<file path="src/rtl/swe_pkg.sv">
// package for the standby wake-up enable upper byte block
package swe_pkg;

  // ==========================================================================
  // register map
  localparam logic [11:0] SWE_ADDR_ENABLE = 12'h000;
  localparam logic [11:0] SWE_ADDR_STATUS = 12'h004;
  localparam logic [11:0] SWE_ADDR_MASK   = 12'h008;
  localparam logic [11:0] SWE_ADDR_RAW    = 12'h00C;

  // ==========================================================================
  // field positions within the enable register
  localparam int SWE_LSB          = 24;
  localparam int SWE_NSRC         = 8;
  localparam int SWE_BIT_RTC_ALM  = 24;
  localparam int SWE_BIT_RTC_PRD  = 25;
  localparam int SWE_BIT_RSVD     = 26;
  localparam int SWE_BIT_USB      = 27;
  localparam int SWE_BIT_LPT_UDF  = 28;
  localparam int SWE_BIT_LPT_CMA  = 29;
  localparam int SWE_BIT_LPT_CMB  = 30;
  localparam int SWE_BIT_I2C      = 31;

  // writable bits of the upper byte, reserved bit 26 excluded
  localparam logic [7:0]  SWE_WMASK      = 8'hFB;
  localparam logic [7:0]  SWE_RESET_EN   = 8'h00;
  localparam logic [7:0]  SWE_RESET_MASK = 8'h00;
  localparam logic [31:0] SWE_RDATA_ZERO = 32'h00000000;

  // ==========================================================================
  // apb request carrier
  typedef struct packed {
    logic        sel;
    logic        enable;
    logic        write;
    logic [11:0] addr;
    logic [31:0] wdata;
  } swe_apb_req_type;

  typedef enum logic [1:0] {
    SWE_ST_RUN   = 2'b01,
    SWE_ST_SBY   = 2'b10
  } swe_state_type;

endpackage

</file>
<file path="src/rtl/swe_sync_gate.sv">
// per-source wake gating: enable qualifies each interrupt line
`timescale 1ns/1ps
module swe_sync_gate
  import swe_pkg::*;
(
  // clock and reset
  input  wire logic                MCLK_I,
  input  wire logic                NRST_I,
  // sources and enables
  input  wire logic [SWE_NSRC-1:0] irq_i,
  input  wire logic [SWE_NSRC-1:0] en_i,
  // gated wake requests
  output logic      [SWE_NSRC-1:0] wake_o
);

  logic [SWE_NSRC-1:0] wake_d;
  logic [SWE_NSRC-1:0] wake_q;

  // ==========================================================================
  // gating, one bit per source
  genvar g;
  generate
    for (g = 0; g < SWE_NSRC; g++) begin : g_src
      // per-source gating
      always_comb begin
        wake_d[g] = irq_i[g] & en_i[g];
      end
    end
  endgenerate

  always_ff @(posedge MCLK_I) begin
    if (!NRST_I) begin
      wake_q <= '0;
    end else begin
      wake_q <= wake_d;
    end
  end

  assign wake_o = wake_q;

endmodule

</file>
<file path="src/rtl/swe_top.sv">
// standby wake-up enable register, upper byte, with standby exit logic
`timescale 1ns/1ps

// Overview of operation
// rtc period wakes only when enabled
// reserved bit 26 always reads zero
// usb full-speed wake gated by enable
// timer match a wakes only when enabled
// other bits gate their own sources
module swe_top
  import swe_pkg::*;
(
  // clock and reset
  input  wire logic        MCLK_I,
  input  wire logic        NRST_I,
  // apb slave
  input  wire logic        PSEL_I,
  input  wire logic        PENABLE_I,
  input  wire logic        PWRITE_I,
  input  wire logic [11:0] PADDR_I,
  input  wire logic [31:0] PWDATA_I,
  output logic      [31:0] PRDATA_O,
  output logic             PREADY_O,
  output logic             PSLVERR_O,
  // peripheral interrupt lines, bit n maps to enable bit 24+n
  input  wire logic [7:0]  SRC_IRQ_I,
  // standby control
  input  wire logic        STANDBY_REQ_I,
  output logic             STANDBY_O,
  output logic             WAKE_O,
  // interrupt
  output logic             IRQ_O
);

  // ==========================================================================
  // state
  swe_apb_req_type req;
  logic            access;
  logic            complete;
  logic            wr_done;
  logic            rd_start;
  logic            ready_q,  ready_d;
  logic            err_q,    err_d;
  logic [31:0]     rdata_q,  rdata_d;
  logic [7:0]      en_q,     en_d;
  logic [7:0]      msk_q,    msk_d;
  logic [7:0]      sts_q,    sts_d;
  logic            irq_q,    irq_d;
  logic            wake_q,   wake_d;
  swe_state_type   st_q,     st_d;
  logic [7:0]      gate_en;
  logic [7:0]      wake_src;

  // ==========================================================================
  // named enable bits, one per wake source
  logic            rtc_alarm_wake_en;
  logic            rtc_periodic_wake_en;
  logic            usb_fullspeed_wake_en;
  logic            lp_timer_underflow_wake_en;
  logic            lp_timer_match_a_wake_en;
  logic            lp_timer_match_b_wake_en;
  logic            i2c_addr_match_wake_en;

  assign req.sel    = PSEL_I;
  assign req.enable = PENABLE_I;
  assign req.write  = PWRITE_I;
  assign req.addr   = PADDR_I;
  assign req.wdata  = PWDATA_I;

  // ==========================================================================
  // decode helpers
  // position of a named enable within the stored upper byte
  function automatic int en_idx(input int bit_pos);
    en_idx = bit_pos - SWE_LSB;
  endfunction

  function automatic logic hit_enable(input logic [11:0] a);
    hit_enable = (a == SWE_ADDR_ENABLE);
  endfunction

  function automatic logic hit_status(input logic [11:0] a);
    hit_status = (a == SWE_ADDR_STATUS);
  endfunction

  function automatic logic hit_mask(input logic [11:0] a);
    hit_mask = (a == SWE_ADDR_MASK);
  endfunction

  function automatic logic hit_raw(input logic [11:0] a);
    hit_raw = (a == SWE_ADDR_RAW);
  endfunction

  // address decode that sets the slave error on both reads and writes
  function automatic logic addr_ok(input logic [11:0] a);
    addr_ok = hit_enable(a) || hit_status(a) || hit_mask(a) || hit_raw(a);
  endfunction

  // enable byte back in its place at the top of the word
  function automatic logic [31:0] place_enable(input logic [7:0] e);
    logic [31:0] w;
    w                      = SWE_RDATA_ZERO;
    w[SWE_LSB +: SWE_NSRC] = e & SWE_WMASK;
    place_enable           = w;
  endfunction

  // status, mask and raw registers sit in the low byte
  function automatic logic [31:0] place_low(input logic [7:0] v);
    logic [31:0] w;
    w         = SWE_RDATA_ZERO;
    w[7:0]    = v;
    place_low = w;
  endfunction

  // ==========================================================================
  // apb handshake
  // one wait state: the answer comes in the second access cycle, and a
  // write lands only at the edge that completes the transfer
  always_comb begin
    access   = req.sel && req.enable && !ready_q;
    complete = req.sel && req.enable && ready_q;
    wr_done  = complete && req.write;
    rd_start = access && !req.write;
    ready_d  = access;
    err_d    = access && !addr_ok(req.addr);
  end

  always_ff @(posedge MCLK_I) begin
    if (!NRST_I) begin
      ready_q <= 1'b0;
      err_q   <= 1'b0;
    end else begin
      ready_q <= ready_d;
      err_q   <= err_d;
    end
  end

  // ==========================================================================
  // enable register
  always_comb begin
    en_d = en_q;
    if (wr_done && hit_enable(req.addr)) begin
      // reserved bit never stored
      en_d = req.wdata[SWE_LSB +: SWE_NSRC] & SWE_WMASK;
    end
  end

  always_ff @(posedge MCLK_I) begin
    if (!NRST_I) begin
      en_q <= SWE_RESET_EN;
    end else begin
      en_q <= en_d;
    end
  end

  // alarm enable, every bit but reserved bit 26 read/write
  assign rtc_alarm_wake_en          = en_q[en_idx(SWE_BIT_RTC_ALM)];
  // rtc period enable
  assign rtc_periodic_wake_en       = en_q[en_idx(SWE_BIT_RTC_PRD)];
  // usb full-speed enable
  assign usb_fullspeed_wake_en      = en_q[en_idx(SWE_BIT_USB)];
  // timer underflow enable
  assign lp_timer_underflow_wake_en = en_q[en_idx(SWE_BIT_LPT_UDF)];
  // timer match a enable
  assign lp_timer_match_a_wake_en   = en_q[en_idx(SWE_BIT_LPT_CMA)];
  // match b and i2c enables
  assign lp_timer_match_b_wake_en   = en_q[en_idx(SWE_BIT_LPT_CMB)];
  assign i2c_addr_match_wake_en     = en_q[en_idx(SWE_BIT_I2C)];

  // ==========================================================================
  // wake gating
  always_comb begin
    gate_en                          = 8'h00;
    gate_en[en_idx(SWE_BIT_RTC_ALM)] = rtc_alarm_wake_en;
    gate_en[en_idx(SWE_BIT_RTC_PRD)] = rtc_periodic_wake_en;
    // reserved source never wakes
    gate_en[en_idx(SWE_BIT_RSVD)]    = 1'b0;
    gate_en[en_idx(SWE_BIT_USB)]     = usb_fullspeed_wake_en;
    gate_en[en_idx(SWE_BIT_LPT_UDF)] = lp_timer_underflow_wake_en;
    gate_en[en_idx(SWE_BIT_LPT_CMA)] = lp_timer_match_a_wake_en;
    gate_en[en_idx(SWE_BIT_LPT_CMB)] = lp_timer_match_b_wake_en;
    gate_en[en_idx(SWE_BIT_I2C)]     = i2c_addr_match_wake_en;
  end

  swe_sync_gate u_gate (
    .MCLK_I (MCLK_I),
    .NRST_I (NRST_I),
    .irq_i  (SRC_IRQ_I),
    .en_i   (gate_en),
    .wake_o (wake_src)
  );

  // ==========================================================================
  // mask register
  always_comb begin
    msk_d = msk_q;
    if (wr_done && hit_mask(req.addr)) begin
      msk_d = req.wdata[7:0] & SWE_WMASK;
    end
  end

  always_ff @(posedge MCLK_I) begin
    if (!NRST_I) begin
      msk_q <= SWE_RESET_MASK;
    end else begin
      msk_q <= msk_d;
    end
  end

  // ==========================================================================
  // status register, sticky, write one to clear
  always_comb begin
    sts_d = sts_q;
    if (wr_done && hit_status(req.addr)) begin
      sts_d = sts_q & ~req.wdata[7:0];
    end
    // set wins over a write-one clear in the same cycle, so no event is lost
    sts_d = sts_d | wake_src;
  end

  always_ff @(posedge MCLK_I) begin
    if (!NRST_I) begin
      sts_q <= 8'h00;
    end else begin
      sts_q <= sts_d;
    end
  end

  // ==========================================================================
  // interrupt output
  always_comb begin
    irq_d = |(sts_d & msk_d);
  end

  always_ff @(posedge MCLK_I) begin
    if (!NRST_I) begin
      irq_q <= 1'b0;
    end else begin
      irq_q <= irq_d;
    end
  end

  // ==========================================================================
  // read data, held until the next read
  always_comb begin
    rdata_d = rdata_q;
    if (rd_start) begin
      if (hit_enable(req.addr)) begin
        // reserved bit reads zero
        rdata_d = place_enable(en_q);
      end else if (hit_status(req.addr)) begin
        rdata_d = place_low(sts_q);
      end else if (hit_mask(req.addr)) begin
        rdata_d = place_low(msk_q);
      end else if (hit_raw(req.addr)) begin
        rdata_d = place_low(SRC_IRQ_I);
      end else begin
        rdata_d = SWE_RDATA_ZERO;
      end
    end
  end

  always_ff @(posedge MCLK_I) begin
    if (!NRST_I) begin
      rdata_q <= SWE_RDATA_ZERO;
    end else begin
      rdata_q <= rdata_d;
    end
  end

  // ==========================================================================
  // standby exit
  always_comb begin
    st_d   = st_q;
    wake_d = 1'b0;
    case (st_q)
      SWE_ST_RUN: begin
        if (STANDBY_REQ_I) begin
          st_d = SWE_ST_SBY;
        end
      end
      SWE_ST_SBY: begin
        // only enabled sources end standby
        if (|wake_src) begin
          st_d   = SWE_ST_RUN;
          wake_d = 1'b1;
        end
      end
      default: st_d = SWE_ST_RUN;
    endcase
  end

  always_ff @(posedge MCLK_I) begin
    if (!NRST_I) begin
      st_q   <= SWE_ST_RUN;
      wake_q <= 1'b0;
    end else begin
      st_q   <= st_d;
      wake_q <= wake_d;
    end
  end

  // ==========================================================================
  // outputs, each straight from its register
  assign PRDATA_O  = rdata_q;
  assign PREADY_O  = ready_q;
  assign PSLVERR_O = err_q;
  assign IRQ_O     = irq_q;
  assign WAKE_O    = wake_q;
  assign STANDBY_O = st_q[1];

endmodule

</file>
<file path="config.mk">
export PLATFORM = sky130hd
export DESIGN_NAME = swe_top
export DESIGN_NICKNAME = d
export VERILOG_FILES = /design/src/rtl/swe_pkg.sv /design/src/rtl/swe_sync_gate.sv /design/src/rtl/swe_top.sv
export SDC_FILE = /design/constraint.sdc
export NUM_CORES = 1
export LEC_CHECK = 0
export BUFFER_PORTS_ARGS = -buffer_cell sky130_fd_sc_hd__buf_4
export CAP_MARGIN = 20
export CORE_MARGIN = 2
export CORE_UTILIZATION = 40
export CTS_BUF_LIST = sky130_fd_sc_hd__clkbuf_4
export DETAILED_ROUTE_END_ITERATION = 16
export HOLD_SLACK_MARGIN = 0.1
export PLACE_DENSITY_LB_ADDON = 0.2
export SETUP_SLACK_MARGIN = 0.3
export SYNTH_ARGS = -nofsm -noshare
export SYNTH_HDL_FRONTEND = slang
export SYNTH_HIERARCHICAL = 1
export SYNTH_SLANG_ARGS = --single-unit
</file>
<file path="constraint.sdc">
create_clock -name MCLK_I -period 3.9 [get_ports MCLK_I]
set_clock_uncertainty 0.1 [all_clocks]
set_input_delay 0.78 -clock MCLK_I [delete_from_list [all_inputs] [get_ports MCLK_I]]
set_output_delay 0.78 -clock MCLK_I [all_outputs]
set_load 0.05 [all_outputs]
</file>
==> key figures <==
Global routing
  – Vias in the first global route: 1874
  – Initial antenna violation count: 0
  – Largest net degree at the start of global routing: 22
  – First-pass GRT wire length: 9320 µm
  – All-layer global routing usage: 0.186
  – Gr ovfl total: 0

Layout
  – Fraction of layout cells with a size suffix above 1: 0.272
  – Final Util: 0.512
  – Final Net Count: 380
  – Fin cells: 395
  – Design area: 0.00287 mm²
  – Area Overhead vs Synth: 21.6%
  – N_diodes: 0

Routing
  – Final wirelength: 5630 µm
  – Via count: 1982
  – DRC violation count after routing: 0
  – DRT Pass-1 Iters: 4
  – DR iter-0 viols: 121
  – Vias per cell: 5.02
  – Routed Antenna Nets: 0
  – WL/cell: 14.3 µm

Timing
  – Final setup violation count: 0
  – Worst Max-Slew Pin Slew: 0.657 ns
  – Fin crit period: 2.41 ns
  – Highest Clock Rate: 415 MHz
  – Setup TNS: 0 ns
  – Final Hold Vio Count: 0
  – Final Cycle Share: 0.618
  – Slew HR: 0.559
  – Max-slew violations: 0
  – Hold Slack: 0.368 ns
  – Final Worst Setup Slack: 1.49 ns
  – RSZ-0062 raised after global routing: false

Clock network
  – Skew-Pair Late Insertion Delay: 0.37 ns
  – CTS tree: yes
  – Clk slew on worst S/H paths: 0.16 ns
  – CTS buffer count: 5
  – Clock Sinks: 52
  – H-Tree Depth: 2
  – Number of setup buffers added after CTS: 0
  – Hold_buf cts: 0
  – Root Driver: clkbuf_4
  – Post-cts sizing count: 0
  – Max Buffers Root-to-Sink: 2

Power and ir drop
  – Design Power: 0.914 mW
  – Max IR drop VDD: 0.000197 V
  – Static Leakage: 1.18 nW
  – Sw Ratio: 0.288
  – Pint: 0.651 mW
  – P_sw: 0.263 mW
  – Sequential share of power: 0.587
  – Clock power frac: 0.275
  – Power Dens Cells: 319 mW/mm²
  – Combinational share of power: 0.138

Synthesis
  – Synth Instances: 263
  – Ys flop type: dfxtp_1
  – Distinct cell type count after synthesis: 40
  – Mapped Area: 0.00236 mm²
  – Avg Cell Area, Syn: 8.97 µm²
  – Yosys warns: 6
  – Register area share after synthesis: 0.441
  – Flops & latches, synth: 52
  – Fraction of registers with async set/reset: 0
  – Number of synthesized flops with an enable pin: 0

Status
  – Status: completed

Critical path
  – Critical path peak fanout: 9
  – CP Launch Type: primary input
  – R2R depth: 6
  – R2r endpoint: IRQ_O
  – CP Capture Type: register
  – Critical path data required time: 4.04 ns
  – Crit Path Class: primary input to register
  – R2R Path Start: PREADY_O
  – Reg-to-reg setup timing slack: 1.69 ns
  – Crit path DAT: 2.55 ns

Place
  – Placed cell count: 387
  – Gp weighted congestion: 0.794
  – Placed instance area: 0.00281 mm²
  – Port bufs: 60
  – Final HPWL DP: 4180 µm
  – Place WS: 1.10 ns

Worst hold path
  – WHS Path Cells: 2
  – Min-delay worst type: register to register
  – Hold Crit Endpoint: PRDATA_O[25]
  – Hold_sp: PRDATA_O[25]

Floorplan
  – Die ar.: 0.00653 mm²
  – Die H: 80.8 µm
  – Starting Density: 0.421
  – I/O Pins: 95
  – Rows: 27
  – Die W: 80.8 µm
  – Core ar.: 0.00561 mm²

Flow run
  – MaxCap Viol Count: 0
power by group through the flow:
stage / clock network, mW / logic (mW) / registers [mW]
2_1_floorplan: 0 / 0.0819 / 0.554
3_3_place_gp: 0 / 0.125 / 0.548
3_5_place_dp: 0 / 0.126 / 0.548
4_1_cts: 0.260 / 0.126 / 0.537
5_1_grt: 0.288 / 0.136 / 0.538
6_report: 0.251 / 0.126 / 0.537
worst max-delay path, cell delays in order:
cell and delay, ns:
buf_4 0.12, nor4_4 0.36, and3_1 0.30, and2_1 0.39, a21oi_1 0.12, nor4_2 0.33, a41oi_2 0.15
synthesized netlist by cell type (4+ instances only):
cell type / instances / area, µm²
nand2_1: 38 / 143
and3_1: 12 / 75.1
mux2i_1: 8 / 80.1
o22ai_1: 4 / 25.0
clkbuf_1: 7 / 26.3
nor2_1: 17 / 63.8
buf_4: 18 / 135
nand3_1: 5 / 25.0
a22o_1: 8 / 70.1
dfxtp_1: 52 / 1040
a21oi_1: 18 / 90.1
mux2_2: 8 / 90.1
o21ai_0: 17 / 85.1
nand2b_1: 4 / 25.0
inv_1: 5 / 18.8
and2_1: 6 / 37.5
kinds of logic after synthesis:
group,Yosys count,share of synthesized area
AO/OA/AOI/OAI,59,0.157
buffers and inverters,32,0.0795
flip-flops,52,0.441
multiplexers,16,0.0721
other,1,0.00159
AND/OR/NAND/NOR,103,0.248
per-layer routing:
| metal | routed length, µm | up-vias | global-route usage |
|---|---|---|---|
| met4 | 51 | 0 | 0.0508 |
| met5 | 0 | - | 0 |
| li1 | - | 1014 | - |
| met3 | 398 | 4 | 0.0444 |
| met1 | 2540 | 886 | 0.249 |
| met2 | 2640 | 78 | 0.300 |
cells in the final DEF, fill, tap and decap left out, types with 12 or more instances in the layout:
cell type  Yosys  routed
nand2_1       38      38
and3_1        12      12
conb_1         1      18
buf_4         18      62
nor2_1        17      17
a21oi_1       18      18
dfxtp_1       52      52
o21ai_0       17      17
cell type report:
| type | instances | area (µm²) |
|---|---|---|
| clock buffer | 5 | 37.5 |
| fill | 550 | 2740 |
| multi-input combinational | 196 | 1190 |
| tap | 72 | 90.1 |
| timing repair buffer | 62 | 465 |
| clock inverter | 3 | 21.3 |
| inverter | 5 | 18.8 |
| sequential | 52 | 1040 |
registers in the layout (all words and copies together), names as in the netlist:
name	count
WAKE_O	1
msk_q	8
IRQ_O	1
sts_q	8
PREADY_O	1
en_q	7
u_gate/wake_o	8
st_q	2
PRDATA_O	15
PSLVERR_O	1
how the worst max path moves through the flow:
stage	start	to	cells after the start
after floorplan	PADDR_I[9]	IRQ_O	7
after global placement	PADDR_I[7]	IRQ_O	7
after detailed placement	PADDR_I[9]	en_q[6]	6
after CTS	PADDR_I[9]	IRQ_O	7
after global routing	PADDR_I[9]	en_q[4]	6
final	PADDR_I[9]	IRQ_O	7
(Power assumes the default switching activity.)
